--- config.mk ---
export PLATFORM = sky130hd
export DESIGN_NAME = rcs_read_spacing
export DESIGN_NICKNAME = d
export VERILOG_FILES = /design/src/verilog/rcs_pkg.sv /design/src/verilog/rcs_lat_pipe.sv /design/src/verilog/rcs_burst_gen.sv /design/src/verilog/rcs_read_spacing.sv
export SDC_FILE = /design/constraint.sdc
export NUM_CORES = 2
export LEC_CHECK = 0
export ABC_AREA = 1
export CORE_MARGIN = 3
export CORE_UTILIZATION = 55
export CTS_CLUSTER_DIAMETER = 40
export DETAILED_ROUTE_END_ITERATION = 8
export DONT_BUFFER_PORTS = 1
export PLACE_DENSITY = 0.72
export SYNTH_ARGS = -nofsm -noshare
export SYNTH_HDL_FRONTEND = slang
export SYNTH_SLANG_ARGS = --single-unit
--- constraint.sdc ---
create_clock -name pclk -period 4.65 [get_ports pclk]
set_input_delay 0.93 -clock pclk [delete_from_list [all_inputs] [get_ports pclk]]
set_output_delay 0.93 -clock pclk [all_outputs]
set_load 0.02 [all_outputs]
--- src/verilog/rcs_pkg.sv ---
// Constants, register map and decode helpers of the read command spacing block
package rcs_pkg;

  // --------------------------------------------------------------------
  // Register map (APB byte addresses)
  // --------------------------------------------------------------------
  localparam logic [11:0] RCS_MODE_OFF = 12'h000;
  localparam logic [11:0] RCS_LAT_OFF = 12'h004;
  localparam logic [11:0] RCS_STAT_OFF = 12'h008;
  localparam logic [11:0] RCS_RDCNT_OFF = 12'h00C;

  // --------------------------------------------------------------------
  // Field positions
  // --------------------------------------------------------------------
  localparam int RCS_MODE_BURST_LSB = 0;
  localparam int RCS_MODE_RTP_LSB = 9;
  localparam int RCS_LAT_CL_LSB = 0;
  localparam int RCS_LAT_CWL_LSB = 5;
  localparam int RCS_LAT_AL_LSB = 10;
  localparam int RCS_LAT_PL_LSB = 12;
  localparam int RCS_LAT_DBI_BIT = 16;
  localparam int RCS_LAT_PAR_BIT = 17;
  localparam int RCS_LAT_RPRE_BIT = 18;
  localparam int RCS_LAT_WPRE_BIT = 19;
  localparam int RCS_STAT_RL_LSB = 0;
  localparam int RCS_STAT_WL_LSB = 7;
  localparam int RCS_STAT_CHOP_BIT = 14;
  localparam int RCS_STAT_BUSY_BIT = 15;
  localparam int RCS_STAT_ERR_BIT = 16;

  // --------------------------------------------------------------------
  // Reset values
  // --------------------------------------------------------------------
  localparam logic [11:0] RCS_MODE_RST = 12'h000;
  localparam logic [19:0] RCS_LAT_RST = 20'h0012B;

  // --------------------------------------------------------------------
  // Encodings
  // --------------------------------------------------------------------
  localparam logic [1:0] RCS_BURST_FIXED8 = 2'h0;
  localparam logic [1:0] RCS_BURST_OTF = 2'h1;
  localparam logic [1:0] RCS_BURST_FIXED4 = 2'h2;
  localparam logic [1:0] RCS_AL_OFF = 2'h0;
  localparam logic [1:0] RCS_AL_CL_MINUS = 2'h1;
  localparam logic [2:0] RCS_RTP_CODE_6 = 3'h1;

  // --------------------------------------------------------------------
  // Timing
  // --------------------------------------------------------------------
  localparam int RCS_CLK_PERIOD_PS = 4000;
  localparam int RCS_RTP_MIN_PS = 7500;
  localparam int RCS_RTP_MIN_CK = 4;
  localparam int RCS_RTP_NS_CYC =
    (RCS_RTP_MIN_PS + RCS_CLK_PERIOD_PS - 1) / RCS_CLK_PERIOD_PS;
  localparam logic [6:0] RCS_RTP_MIN_CYC = 7'(
    (RCS_RTP_NS_CYC > RCS_RTP_MIN_CK) ? RCS_RTP_NS_CYC : RCS_RTP_MIN_CK);
  localparam logic [6:0] RCS_RTP_CODE_6_CYC = 7'h06;
  localparam logic [6:0] RCS_AL_CL_OFFSET = 7'h02;
  localparam logic [6:0] RCS_DBI_ADDER = 7'h02;
  localparam logic [3:0] RCS_BL8_CLKS = 4'h4;
  localparam logic [3:0] RCS_BC4_CLKS = 4'h2;
  localparam logic [3:0] RCS_POST_CLKS = 4'h1;
  localparam logic [3:0] RCS_PRE1_CLKS = 4'h1;
  localparam logic [3:0] RCS_PRE2_CLKS = 4'h2;
  localparam int RCS_PIPE_DEPTH = 128;
  localparam int RCS_NUM_BANKS = 16;

  // Chopped four-beat burst decode from the burst field and address bit
  function automatic logic rcs_is_chop(input logic [1:0] field,
                                       input logic bc_bit);
    rcs_is_chop = (field == RCS_BURST_FIXED4) ||
                  ((field == RCS_BURST_OTF) && !bc_bit);
  endfunction

  // Recovery for auto-precharge, never below the internal minimum
  function automatic logic [6:0] rcs_rtp_cyc(input logic [2:0] code);
    logic [6:0] tbl;
    tbl = (code == RCS_RTP_CODE_6) ? RCS_RTP_CODE_6_CYC : RCS_RTP_MIN_CYC;
    rcs_rtp_cyc = (tbl < RCS_RTP_MIN_CYC) ? RCS_RTP_MIN_CYC : tbl;
  endfunction

  // Pipe stage that shows an event a given number of cycles late
  function automatic logic [6:0] rcs_tap_idx(input logic [6:0] lat);
    rcs_tap_idx = (lat == 7'h00) ? 7'h00 : lat - 7'h01;
  endfunction

endpackage

--- src/verilog/rcs_lat_pipe.sv ---
// Latency pipeline carrying read and write events toward their data slots
`timescale 1ns/1ps
module rcs_lat_pipe
  import rcs_pkg::*;
(
  input logic pclk,
  input logic presetn,
  input logic ce,
  input logic in_rd,
  input logic in_wr,
  input logic in_chop,
  input logic [6:0] tap_rd,
  input logic [6:0] tap_wr,
  input logic [6:0] tap_al,
  output logic rd_hit,
  output logic rd_chop,
  output logic wr_hit,
  output logic wr_chop,
  output logic al_hit
);

  // --------------------------------------------------------------------
  // Shift array: bit 2 read, bit 1 write, bit 0 chop
  // --------------------------------------------------------------------
  logic [2:0] stage [RCS_PIPE_DEPTH];
  logic [2:0] rd_tap;
  logic [2:0] wr_tap;
  logic [2:0] al_tap;

  // A full shift register trades area for any number of reads in flight
  always_ff @(posedge pclk or negedge presetn) begin
    if (!presetn) begin
      for (int i = 0; i < RCS_PIPE_DEPTH; i++) begin
        stage[i] <= 3'h0;
      end
    end else if (ce) begin
      stage[0] <= {in_rd, in_wr, in_chop};
      for (int i = 1; i < RCS_PIPE_DEPTH; i++) begin
        stage[i] <= stage[i-1];
      end
    end
  end

  // Tap selection
  assign rd_tap = stage[rcs_tap_idx(tap_rd)];
  assign wr_tap = stage[rcs_tap_idx(tap_wr)];
  assign al_tap = stage[rcs_tap_idx(tap_al)];
  assign rd_hit = rd_tap[2];
  assign rd_chop = rd_tap[0];
  assign wr_hit = wr_tap[1];
  assign wr_chop = wr_tap[0];
  assign al_hit = al_tap[2];

endmodule

--- src/verilog/rcs_burst_gen.sv ---
// Data bus window generator: preamble, data beats and postamble
`timescale 1ns/1ps
module rcs_burst_gen
  import rcs_pkg::*;
(
  input logic pclk,
  input logic presetn,
  input logic ce,
  input logic start,
  input logic chop,
  input logic pre2,
  output logic bus_oe,
  output logic data_valid,
  output logic chop_out
);

  // --------------------------------------------------------------------
  // Phase machine
  // --------------------------------------------------------------------
  typedef enum logic [3:0] {
    RCS_IDLE = 4'h1,
    RCS_PRE = 4'h2,
    RCS_DATA = 4'h4,
    RCS_POST = 4'h8
  } rcs_phase_e;

  rcs_phase_e phase;
  rcs_phase_e next_phase;
  logic [3:0] cnt;
  logic [3:0] next_cnt;
  logic next_chop;
  logic [3:0] data_clks;
  logic [3:0] pre_clks;

  assign data_clks = chop_out ? RCS_BC4_CLKS : RCS_BL8_CLKS;
  assign pre_clks = pre2 ? RCS_PRE2_CLKS : RCS_PRE1_CLKS;

  // A new start restarts the window; spacing is the controller's duty
  always_comb begin
    next_phase = phase;
    next_cnt = cnt;
    next_chop = chop_out;
    if (start) begin
      next_phase = RCS_PRE;
      next_cnt = pre_clks;
      next_chop = chop;
    end else begin
      case (phase)
        RCS_IDLE: begin
          next_cnt = 4'h0;
        end
        RCS_PRE: begin
          next_cnt = cnt - 4'h1;
          if (cnt == 4'h1) begin
            next_phase = RCS_DATA;
            next_cnt = data_clks;
          end
        end
        RCS_DATA: begin
          next_cnt = cnt - 4'h1;
          if (cnt == 4'h1) begin
            next_phase = RCS_POST;
            next_cnt = RCS_POST_CLKS;
          end
        end
        RCS_POST: begin
          next_cnt = cnt - 4'h1;
          if (cnt == 4'h1) begin
            next_phase = RCS_IDLE;
          end
        end
        default: begin
          next_phase = RCS_IDLE;
          next_cnt = 4'h0;
        end
      endcase
    end
  end

  // Phase state and window outputs, all from flops
  always_ff @(posedge pclk or negedge presetn) begin
    if (!presetn) begin
      phase <= RCS_IDLE;
      cnt <= 4'h0;
      chop_out <= 1'b0;
    end else if (ce) begin
      phase <= next_phase;
      cnt <= next_cnt;
      chop_out <= next_chop;
    end
  end

  assign bus_oe = (phase != RCS_IDLE);
  assign data_valid = (phase == RCS_DATA);

  // --------------------------------------------------------------------
  // Checks
  // --------------------------------------------------------------------
  a_four_beats: assert property (@(posedge pclk) disable iff (!presetn)
    (ce && phase == RCS_PRE && next_phase == RCS_DATA && chop_out)
      |=> data_valid [*2] ##1 (phase == RCS_POST || !ce || start))
    else $error("chopped burst data window not two clocks");
  a_eight_beats: assert property (@(posedge pclk) disable iff (!presetn)
    (ce && phase == RCS_PRE && next_phase == RCS_DATA && !chop_out &&
     !start) |=> data_valid [*4] ##1 !data_valid)
    else $error("eight-beat data window ended early");
  c_chop_burst: cover property (@(posedge pclk) disable iff (!presetn)
    data_valid && chop_out);

endmodule

--- src/verilog/rcs_read_spacing.sv ---
// Read command spacing core: burst decode, latencies and precharge timing
`timescale 1ns/1ps
module rcs_read_spacing
  import rcs_pkg::*;
(
  input logic pclk,
  input logic presetn,
  input logic ce,
  input logic psel,
  input logic penable,
  input logic pwrite,
  input logic [11:0] paddr,
  input logic [31:0] pwdata,
  output logic [31:0] prdata,
  output logic pready,
  output logic pslverr,
  input logic cmd_valid,
  input logic cmd_read,
  input logic cmd_write,
  input logic cmd_precharge,
  input logic [3:0] cmd_bank,
  input logic cmd_burst_chop_select_bit,
  input logic cmd_auto_precharge,
  output logic rd_bus_oe,
  output logic rd_data_valid,
  output logic rd_chop,
  output logic wr_bus_accept,
  output logic wr_data_valid,
  output logic wr_chop,
  output logic internal_read,
  output logic [15:0] ap_precharge
);

  // --------------------------------------------------------------------
  // Registers
  // --------------------------------------------------------------------
  logic [11:0] mode_register_zero;
  logic [19:0] lat_cfg;
  logic spacing_err;
  logic last_chop;
  logic [31:0] rd_count;
  logic [7:0] guard [RCS_NUM_BANKS];
  logic [15:0] ap_arm;

  // --------------------------------------------------------------------
  // APB decode
  // --------------------------------------------------------------------
  wire sel_mode = (paddr == RCS_MODE_OFF);
  wire sel_lat = (paddr == RCS_LAT_OFF);
  wire sel_stat = (paddr == RCS_STAT_OFF);
  wire sel_cnt = (paddr == RCS_RDCNT_OFF);
  wire addr_hit = sel_mode || sel_lat || sel_stat || sel_cnt;
  wire apb_setup = psel && !penable && ce;
  wire apb_wr = psel && penable && pwrite && ce && addr_hit;
  wire err_clr = apb_wr && sel_stat && pwdata[RCS_STAT_ERR_BIT];

  // Frozen clock enable also holds the bus, so no access slips through
  assign pready = ce;
  assign pslverr = psel && penable && !addr_hit;

  // --------------------------------------------------------------------
  // Configuration fields
  // --------------------------------------------------------------------
  wire [1:0] burst_field = mode_register_zero[RCS_MODE_BURST_LSB +: 2];
  wire [2:0] rtp_code = mode_register_zero[RCS_MODE_RTP_LSB +: 3];
  wire [4:0] cas_latency = lat_cfg[RCS_LAT_CL_LSB +: 5];
  wire [4:0] write_cas_latency = lat_cfg[RCS_LAT_CWL_LSB +: 5];
  wire [1:0] al_mode = lat_cfg[RCS_LAT_AL_LSB +: 2];
  wire [2:0] parity_latency = lat_cfg[RCS_LAT_PL_LSB +: 3];
  wire data_bus_inversion = lat_cfg[RCS_LAT_DBI_BIT];
  wire parity_en = lat_cfg[RCS_LAT_PAR_BIT];
  wire rd_pre2 = lat_cfg[RCS_LAT_RPRE_BIT];
  wire wr_pre2 = lat_cfg[RCS_LAT_WPRE_BIT];

  // --------------------------------------------------------------------
  // Latency arithmetic
  // --------------------------------------------------------------------
  wire [6:0] cl7 = {2'h0, cas_latency};
  wire [6:0] additive_latency = (al_mode == RCS_AL_CL_MINUS) ?
    cl7 - RCS_AL_CL_OFFSET : 7'h00;
  wire [6:0] pl_add = parity_en ? {4'h0, parity_latency} : 7'h00;
  wire [6:0] dbi_add = data_bus_inversion ? RCS_DBI_ADDER : 7'h00;
  wire [6:0] read_latency = cl7 + additive_latency + pl_add + dbi_add;
  wire [6:0] write_latency = {2'h0, write_cas_latency} + additive_latency +
    pl_add;
  wire [6:0] rtp_cyc = rcs_rtp_cyc(rtp_code);
  wire [7:0] guard_load = {1'b0, additive_latency} + {1'b0, rtp_cyc};
  wire [6:0] rd_pre_clks = rd_pre2 ? {3'h0, RCS_PRE2_CLKS} :
    {3'h0, RCS_PRE1_CLKS};
  wire [6:0] wr_pre_clks = wr_pre2 ? {3'h0, RCS_PRE2_CLKS} :
    {3'h0, RCS_PRE1_CLKS};
  wire [6:0] rd_tap = read_latency - rd_pre_clks;
  wire [6:0] wr_tap = write_latency - wr_pre_clks;

  // --------------------------------------------------------------------
  // Command decode
  // --------------------------------------------------------------------
  wire cmd_rd = cmd_valid && cmd_read && ce;
  wire cmd_wr = cmd_valid && cmd_write && ce;
  wire cmd_pre = cmd_valid && cmd_precharge && ce;
  wire cmd_chop = rcs_is_chop(burst_field,
    cmd_burst_chop_select_bit);

  logic rd_start;
  logic rd_start_chop;
  logic wr_start;
  logic wr_start_chop;
  logic al_hit;

  // Internal read lands additive latency after the external command
  assign internal_read = (additive_latency == 7'h00) ? cmd_rd : al_hit;

  rcs_lat_pipe u_pipe (
    .pclk(pclk),
    .presetn(presetn),
    .ce(ce),
    .in_rd(cmd_rd),
    .in_wr(cmd_wr),
    .in_chop(cmd_chop),
    .tap_rd(rd_tap),
    .tap_wr(wr_tap),
    .tap_al(additive_latency),
    .rd_hit(rd_start),
    .rd_chop(rd_start_chop),
    .wr_hit(wr_start),
    .wr_chop(wr_start_chop),
    .al_hit(al_hit)
  );

  // Read data drive window, sized by the burst decode
  rcs_burst_gen u_rd_burst (
    .pclk(pclk),
    .presetn(presetn),
    .ce(ce),
    .start(rd_start),
    .chop(rd_start_chop),
    .pre2(rd_pre2),
    .bus_oe(rd_bus_oe),
    .data_valid(rd_data_valid),
    .chop_out(rd_chop)
  );

  // Write data accept window, same shape as reads
  rcs_burst_gen u_wr_burst (
    .pclk(pclk),
    .presetn(presetn),
    .ce(ce),
    .start(wr_start),
    .chop(wr_start_chop),
    .pre2(wr_pre2),
    .bus_oe(wr_bus_accept),
    .data_valid(wr_data_valid),
    .chop_out(wr_chop)
  );

  // --------------------------------------------------------------------
  // Per-bank read-to-precharge guards and auto-precharge
  // --------------------------------------------------------------------
  logic [15:0] fire_vec;
  logic [15:0] guard_busy;
  always_comb begin
    for (int i = 0; i < RCS_NUM_BANKS; i++) begin
      fire_vec[i] = ap_arm[i] && (guard[i] == 8'h01);
      guard_busy[i] = (guard[i] > 8'h01);
    end
  end

  // Auto-precharge begins in the cycle the guard would allow it
  assign ap_precharge = ce ? fire_vec : 16'h0000;

  // Early precharge from the controller is flagged, not blocked
  wire early_pre = cmd_pre && guard_busy[cmd_bank];

  // Guard countdown: a read reloads, otherwise count toward zero
  always_ff @(posedge pclk or negedge presetn) begin
    if (!presetn) begin
      for (int i = 0; i < RCS_NUM_BANKS; i++) begin
        guard[i] <= 8'h00;
      end
      ap_arm <= 16'h0000;
    end else if (ce) begin
      for (int i = 0; i < RCS_NUM_BANKS; i++) begin
        if (cmd_rd && (cmd_bank == 4'(i))) begin
          guard[i] <= guard_load;
          ap_arm[i] <= cmd_auto_precharge;
        end else begin
          if (guard[i] != 8'h00) begin
            guard[i] <= guard[i] - 8'h01;
          end
          if (fire_vec[i]) begin
            ap_arm[i] <= 1'b0;
          end
        end
      end
    end
  end

  // --------------------------------------------------------------------
  // Register writes and status
  // --------------------------------------------------------------------
  always_ff @(posedge pclk or negedge presetn) begin
    if (!presetn) begin
      mode_register_zero <= RCS_MODE_RST;
      lat_cfg <= RCS_LAT_RST;
    end else if (apb_wr) begin
      if (sel_mode) begin
        mode_register_zero <= pwdata[11:0];
      end
      if (sel_lat) begin
        lat_cfg <= pwdata[19:0];
      end
    end
  end

  // Sticky error: a new violation wins over the clearing write
  always_ff @(posedge pclk or negedge presetn) begin
    if (!presetn) begin
      spacing_err <= 1'b0;
      last_chop <= 1'b0;
      rd_count <= 32'h0000_0000;
    end else if (ce) begin
      if (early_pre) begin
        spacing_err <= 1'b1;
      end else if (err_clr) begin
        spacing_err <= 1'b0;
      end
      if (cmd_rd || cmd_wr) begin
        last_chop <= cmd_chop;
      end
      if (cmd_rd) begin
        rd_count <= rd_count + 32'h0000_0001;
      end
    end
  end

  // Read data is latched in the setup phase and shown in the access phase
  wire [31:0] stat_word = {15'h0000, spacing_err, rd_bus_oe, last_chop,
    write_latency, read_latency};
  wire [31:0] rd_mux = sel_mode ? {20'h00000, mode_register_zero} :
    sel_lat ? {12'h000, lat_cfg} :
    sel_stat ? stat_word :
    sel_cnt ? rd_count : 32'h0000_0000;

  always_ff @(posedge pclk or negedge presetn) begin
    if (!presetn) begin
      prdata <= 32'h0000_0000;
    end else if (apb_setup) begin
      prdata <= rd_mux;
    end
  end

  // --------------------------------------------------------------------
  // Checks
  // --------------------------------------------------------------------
  a_fixed8_decode: assert property (@(posedge pclk) disable iff (!presetn)
    (burst_field == RCS_BURST_FIXED8 && cmd_rd) |=> !last_chop)
    else $error("fixed eight-beat read recorded as chopped");
  a_otf_chop: assert property (@(posedge pclk) disable iff (!presetn)
    (burst_field == RCS_BURST_OTF && cmd_wr && !cmd_burst_chop_select_bit)
      |=> last_chop)
    else $error("on-the-fly chop bit low did not chop");
  a_fixed4_chop: assert property (@(posedge pclk) disable iff (!presetn)
    (burst_field == RCS_BURST_FIXED4 && cmd_rd) |=> last_chop)
    else $error("fixed four-beat mode did not chop");
  a_rtp_floor: assert property (@(posedge pclk) disable iff (!presetn)
    rtp_cyc >= RCS_RTP_MIN_CYC)
    else $error("read-to-precharge below its minimum");
  a_rtp_code_six: assert property (@(posedge pclk) disable iff (!presetn)
    (rtp_code == RCS_RTP_CODE_6) |-> (rtp_cyc == 7'h06))
    else $error("recovery code 001 not six clocks");
  a_dbi_adder: assert property (@(posedge pclk) disable iff (!presetn)
    (data_bus_inversion && !parity_en)
      |-> (read_latency == cl7 + additive_latency + 7'h02))
    else $error("inversion adder not two clocks");
  a_parity_sum: assert property (@(posedge pclk) disable iff (!presetn)
    (parity_en && !data_bus_inversion) |->
      (read_latency == cl7 + additive_latency + {4'h0, parity_latency}))
    else $error("parity latency missing from read latency");
  a_al_internal: assert property (@(posedge pclk) disable iff (!presetn)
    (ce && cmd_rd && additive_latency == 7'h09 && $stable(lat_cfg))
      |-> ##9 (internal_read || !ce || $changed(lat_cfg)))
    else $error("internal read not delayed by additive latency");
  a_ap_timing: assert property (@(posedge pclk) disable iff (!presetn)
    (ce && cmd_rd && cmd_auto_precharge && guard_load == 8'h06 &&
     cmd_bank == 4'h0) ##1 (ce && !(cmd_rd && cmd_bank == 4'h0)) [*6]
      |-> ap_precharge[0])
    else $error("auto-precharge not at additive latency plus recovery");
  a_early_flag: assert property (@(posedge pclk) disable iff (!presetn)
    early_pre |=> spacing_err)
    else $error("early precharge not flagged");

  c_otf_chop_read: cover property (@(posedge pclk) disable iff (!presetn)
    cmd_rd && burst_field == RCS_BURST_OTF && cmd_chop);
  c_auto_pre: cover property (@(posedge pclk) disable iff (!presetn)
    ap_precharge != 16'h0000);
  c_early_pre: cover property (@(posedge pclk) disable iff (!presetn)
    early_pre);
  c_al_read: cover property (@(posedge pclk) disable iff (!presetn)
    internal_read && additive_latency != 7'h00);

endmodule

---- After elaboration in Yosys (flattened, before gate mapping) ----
Cells that the tools add are included.
word-level totals
  input port bits ......................... 60
  output and inout bits ................... 57
  register bits after elaboration ......... 644
  word-level logic and storage cells ...... 552
cells by class
  multiplexer cells ....................... 115
  equality and inequality tests ........... 58
  add/sub/neg operators ................... 31
  magnitude comparators ................... 21
  reductions and logical operators ........ 152
  bitwise operators ....................... 3
operators by type and width
  cell                                                   number
  2-to-1 mux 8 bit                                       32
  equality test 8 x 1 -> 1 bit (second input constant)   16
  > comparator 8 x 1 -> 1 bit (second input constant)    16
  2-to-1 mux 32 bit                                      4
  nonzero test 8 bit                                     16
  subtractor 8 x 1 -> 8 bit (second input constant)      16
  AND reduction 2 bit                                    39
  nonzero test 2 bit                                     33
  binary-select mux 3 bit (select 7 bit)                 3
  2-to-1 mux 4 bit                                       14
  logical AND 1 bit                                      49
  equality test 4 bit (second input constant)            10
  2-to-1 mux 1 bit                                       36
  adder 32 x 1 -> 32 bit (second input constant)         1
  case mux 4 bit (4 select lines)                        2
  2-to-1 mux 7 bit                                       4
  equality test 12 x 4 -> 1 bit (second input constant)  2
  equality test 4 x 3 -> 1 bit (second input constant)   6
  >= comparator 8 bit (second input constant)            3
  NOT 7 -> 8 bit                                         3
  case mux 4 bit (3 select lines)                        2
  zero test 7 bit                                        3
  2-to-1 mux 3 bit                                       7
  subtractor 7 x 1 -> 7 bit (second input constant)      3
  27 further kinds                                       60

---- Logic depth before layout (Yosys ltp) ----
  word-level depth ........................ 14
  mapped depth ............................ 36
  depth with buffers taken out ............ 33

---- By module ----
From an unflattened synthesis, not the netlist that was laid out.
unflattened totals
  cell total of the unflattened synthesis .. 5,321
  area, all modules ....................... 38,395.6 sq um
by module, submodules not included
  module            cells each  area an instance (sq um)  instances  sequential area each (sq um)
  rcs_lat_pipe      3,147       21,918.5                  1          9,609.2
  rcs_read_spacing  1,984       15,180.8                  1          6,062.1
  rcs_burst_gen     95          648.1                     2          226.5

---- Least setup slack after synthesis ----
No wires, ideal clock.
  path kind ............................... reg-to-reg
  start ................................... reg lat_cfg[10]
  end ..................................... reg u_rd_burst.chop_out
  path slack .............................. -0.115 ns
  arrival ................................. 4.648 ns
  path buffers ............................ 5
  cell stages (with the launch flop) ...... 33
  setup time .............................. 0.117 ns
  data required time ...................... 4.533 ns
  period minus slack after synthesis ...... 4.765 ns
  path through ............................ dfrtp_1 -> inv_1 -> nor2_4 -> inv_1 -> nor2_1 -> inv_1 -> clkbuf_1 -> clkbuf_1 -> nand2_1 -> inv_1 -> fa_1 -> inv_1 -> fa_1 -> inv_1 -> ha_1 -> inv_1 -> nor2_1 -> nand3_2 -> nor2_4 -> nand2_2 -> nor2_8 -> nor2_4 -> buf_6 -> buf_4 -> buf_2 -> o211ai_1 -> nand3_1 -> nand3_1 -> nand3_1 -> nand3_1 -> nand3_1 -> nand3_1 -> nand2_1
between the ends
  longest elaborated chain between the ends .. 13
RTL lines
  what                                                                 line                     RTL
  start: declaration                                                   rcs_read_spacing.sv:38   logic [19:0] lat_cfg;
  start signal: assignment                                             rcs_read_spacing.sv:210  lat_cfg <= pwdata[19:0];
  equality test 2 x 1 -> 1 bit *                                       rcs_read_spacing.sv:79   wire [6:0] additive_latency = (al_mode == RCS_AL_CL_MINUS) ?
  2-to-1 mux 7 bit *                                                   rcs_read_spacing.sv:79
  adder 5 x 7 -> 7 bit *                                               rcs_read_spacing.sv:83   wire [6:0] read_latency = cl7 + additive_latency + pl_add + dbi_add;
  adder 7 x 3 -> 7 bit *                                               rcs_read_spacing.sv:83
  adder 7 x 2 -> 7 bit *                                               rcs_read_spacing.sv:83
  subtractor 7 x 2 -> 7 bit *                                          rcs_read_spacing.sv:92   wire [6:0] rd_tap = read_latency - rd_pre_clks;
  subtractor 7 x 1 -> 7 bit / zero test 7 bit (equally long branches)  rcs_pkg.sv:84            rcs_tap_idx = (lat == 7'h00) ? 7'h00 : lat - 7'h01;
  2-to-1 mux 7 bit *                                                   rcs_pkg.sv:84
  NOT 7 -> 8 bit (not written as such) *                               rcs_lat_pipe.sv:45       assign rd_tap = stage[rcs_tap_idx(tap_rd)];
  binary-select mux 3 bit (select 7 bit) *                             rcs_lat_pipe.sv:45
  2-to-1 mux 3 bit (not written as such) * (2 in series)               rcs_lat_pipe.sv:45
  AND reduction 2 bit (no source line)                                 --
  end signal: assignment                                               rcs_burst_gen.sv:89      chop_out <= next_chop;
  end: declaration                                                     rcs_burst_gen.sv:14      output logic chop_out
Mark *: on every way between the ends. The rest lies on a longest branch, timed or not. The select of a mux whose other input is x is not followed.
A chain may end at the register's enable or synchronous reset.

---- Final worst setup path ----
  start ................................... reg lat_cfg[1]
  end ..................................... out internal_read
between the ends
  longest elaborated chain between the ends .. 9
RTL lines
  what                                                                 line                                    RTL
  subtractor 5 x 2 -> 6 bit *                                          rcs_read_spacing.sv:80                  cl7 - RCS_AL_CL_OFFSET : 7'h00;
  2-to-1 mux 7 bit *                                                   rcs_read_spacing.sv:79
  subtractor 7 x 1 -> 7 bit / zero test 7 bit (equally long branches)  rcs_pkg.sv:84, rcs_read_spacing.sv:111
  2-to-1 mux 7 bit                                                     rcs_pkg.sv:84
  NOT 7 -> 8 bit (not written as such)                                 rcs_lat_pipe.sv:47                      assign al_tap = stage[rcs_tap_idx(tap_al)];
  binary-select mux 3 bit (select 7 bit)                               rcs_lat_pipe.sv:47
  2-to-1 mux 3 bit (not written as such) (2 in series)                 rcs_lat_pipe.sv:47
  2-to-1 mux 1 bit *                                                   rcs_read_spacing.sv:111                 assign internal_read = (additive_latency == 7'h00) ? cmd_rd : al_hit;
  end: declaration                                                     rcs_read_spacing.sv:30                  output logic internal_read,
Marks and branches as above.

==> reports/summary.txt <==
Total number of vias - 35,370
Max clock buf depth - 3
Setup crit start - lat_cfg[1]
Finished Cell Area - 45,370 sq um
Layout Nets - 5,205
Post-synthesis simple-gate area fraction - 24.14%
Post-synthesis cell area - 37,320 sq um
Via density - 5.866
Failing checks - design-rule violations, max-slew violations, negative setup slack
# IOs - 117
Multi-input gate area - 18,560 sq um
Number of non-filler instances in the completed layout - 6,029
Mux contribution to synthesized area - 0.7544%
Port Buf Inserts - 0
Type of the most critical hold path - input pin to asynchronous set/reset pin
Largest family of logic cells by synthesized area - simple AND/OR/NAND/NOR gates
Adder-cell share of the synthesized area - 2.542%
Synth unique cells - 60
Max-cap violations - 0
#FFs+latches synth - 644
Fmax - 201.9 MHz
R2r setup slk - -0.28 ns
Fin. Hold Viols - 0
Peak VDD IR - 493.7 uV
Leak - 21.60 nW
P per Cell Area - 438.0 nW/um^2
Slew Limit Headroom - -79.70%
Die Span Y - 266.5 um
Compound-Gate Fraction of Synth Area - 17.04%
Total Power - 19.87 mW
Grt ovf - 0
Crit end category - output port
Max Slew Vio Count - 995
Worst R2R End - u_rd_burst.phase[3]
Inserted Clock Buffers - 108
Post-synth EDFFs - 0
Remaining DRCs - 1
Seq. cell area - 16,120 sq um
Async S/R FF share, synth - 100.0%
Die width - 266.5 um
GRT Util Overall - 29.95%
Drt pass-1 iters - 9
Final period utilization - 106.5%
CTS tree - done
Clk_lat worst skew - 0.67 ns
Full die area - 71,010 sq um
Unrepaired setup endpoints after global routing - yes
RD Place Congestion - 0.8814
Clk_skew - 0.02164 ns
Placed inst area - 39,120 sq um
Crit Path Class - register to output port
Setup violations, final - 16
Htree depth - 3
Worst Max-Slew Pin Slew - 2.695 ns
WHS - 0.03134 ns
Startpoint Class - register
Worst EP arrival - 4.02 ns
Clock transition at the registers of the reported paths - 0.06 ns
Worst Path Required - 3.72 ns
R2R depth - 33
CTS Sinks - 644
Initial antenna violation count - 1
Vias in the first global route - 33,710
Synth warn - 0
R2r startpoint - lat_cfg[1]
First-pass GRT wire length - 173,900 um
Layout area overhead - 21.59%
Worst Path Max Fanout - 11
Share of cells above drive strength 1 - 14.74%
Routed WL per cell - 18.23 um
Clk Tree Root Cell - clkbuf_16
Status - finished with violations
Setup crit end - internal_read
Total Wirelength - 109,900 um
Setup WS post-layout - -0.3037 ns
Routed Antenna Nets - 0
Rows - 94
Sequential area share after synthesis - 43.21%
Post-layout minimum cycle time - 4.954 ns
HPWL Detailed - 64,170 um
Initial Util - 56.16%
Avg Inst Size Synth - 7.526 sq um
Fillers - 5,200
Largest net degree at the start of global routing - 651
Core Region - 66,450 sq um
Placed cells - 5,742
DR iter-0 viols - 3,783
Syn nets - 5,089
Mapped Cells - 4,958
Synth Flop Type - dfrtp_1
XOR/XNOR share of the synthesized area - 2.200%
==> Yosys cell counts (all sizes together), types with 10 or more instances <==
cell type | count | area share (%)
a21oi | 98 | 1.3
clkbuf | 161 | 1.6
o22ai | 36 | 0.60
nand3 | 588 | 8.0
xor2 | 77 | 1.8
dfrtp | 637 | 43
nor3 | 60 | 0.89
o21ai | 661 | 8.9
o211ai | 234 | 4.7
nand2 | 1121 | 11
a221oi | 10 | 0.23
mux2 | 25 | 0.75
inv | 672 | 6.8
nand4 | 36 | 0.68
o221ai | 11 | 0.26
xnor2 | 15 | 0.39
ha | 63 | 2.1
o2111ai | 13 | 0.31
nor4 | 11 | 0.22
nor2 | 251 | 2.7
buf | 109 | 1.7
==> worst max-delay path, stage by stage (launching register included) <==
cell and delay [ns]:
dfstp_2 0.54, inv_2 0.06, buf_4 0.14, nand2_1 0.08, nor2_1 0.07, nor3_4 0.24, buf_6 0.16, clkinvlp_4 0.10
nand4_4 0.10, buf_6 0.15, nand2_8 0.09, buf_12 0.14, buf_12 0.14, o211ai_1 0.18, nand3_1 0.12, nand3_1 0.13
nand2_2 0.09, o211ai_1 0.21, nand2_1 0.15, o211ai_1 0.21, o21ai_2 0.11, buf_6 0.14
==> stage by stage <==
stage,setup WS [ns],util (%),TNS (ns)
3_5_place_dp,-0.3254,58.86,-4.018
4_1_cts,-0.2401,66.76,-1.567
5_1_grt,-0.4396,68.28,-5.463
2_1_floorplan,0.01297,-,0
3_3_place_gp,-0.2667,58.86,-2.452
6_report,-0.3037,68.28,-2.498
==> how the worst min path moves through the flow <==
stage	endpoint	slack [ns]	startpoint	cells after the start
finish	u_pipe.stage[341]	0.03	presetn	0
global route	u_pipe.stage[341]	0.005	presetn	0
CTS	u_pipe.stage[284]	0.003	presetn	0
detailed placement	u_pipe.stage[134]	0.46	u_pipe.stage[137]	2
global placement	u_pipe.stage[116]	0.45	u_pipe.stage[119]	2
floorplan	rd_count[31]	0.45	rd_count[31]	1
==> cells by family (layout without fill, tap and decap cells) <==
family	count (synthesis)	in the layout
other	0	1
flip-flops	644	644
adder cells (fa/ha/maj)	71	71
AND/OR/NAND/NOR	2079	2080
buffers and inverters	949	1154
AO/OA/AOI/OAI	1098	1098
multiplexers	25	25
XOR/XNOR	92	92
==> what timing repair did <==
item,CTS,global route
setup buffers,52,16
endpoints found under the setup margin,19,19
pin swaps,64,96
hold buffers,1,1
resized for setup,138,177
hold endpoints to repair,67,2
cloned,18,9
==> where the power goes <==
group	internal (mW)	switching, mW	leakage, nW	total (mW)
clock network	5.25	3.00	1.83	8.25
logic	1.55	2.48	11.4	4.02
registers	6.76	0.842	8.37	7.60
==> placed cells by master, fill, tap and decap left out, types with 82 or more instances in the layout <==
cell type	count
inv_1	647
nand3_2	82
o21ai_0	646
buf_4	170
clkbuf_16	117
nand2_1	1064
o211ai_1	234
nand3_1	486
dfrtp_1	637
nor2_1	229
a21oi_1	95
==> cell type report <==
class,count,share of cell area [%]
clock inverters,73,1.870
repair buffers,275,7.189
clock buffers,127,6.447
well taps,864,2.383
multi-input cells,3366,40.90
diodes,1,0.005515
flip-flops and latches,644,35.54
inverters,679,5.667
==> per-layer routing <==
layer  up-vias  wire length [um]  GRT usage [%]
met2      1490             51150          47.88
met5         -                 0              0
li1      16720                 -              -
met4         0              4341          12.31
met1     16830             45150          39.97
met3       337              9270          6.232
==> state kept, by name, summed over array words and instances, names as in the netlist, 12 cells and up <==
signal	cells
ap_arm	16
mode_register_zero	12
rd_count	32
guard	128
lat_cfg	20
u_pipe.stage	384
prdata	32
No activity file was read; power rests on OpenSTA's default activity.
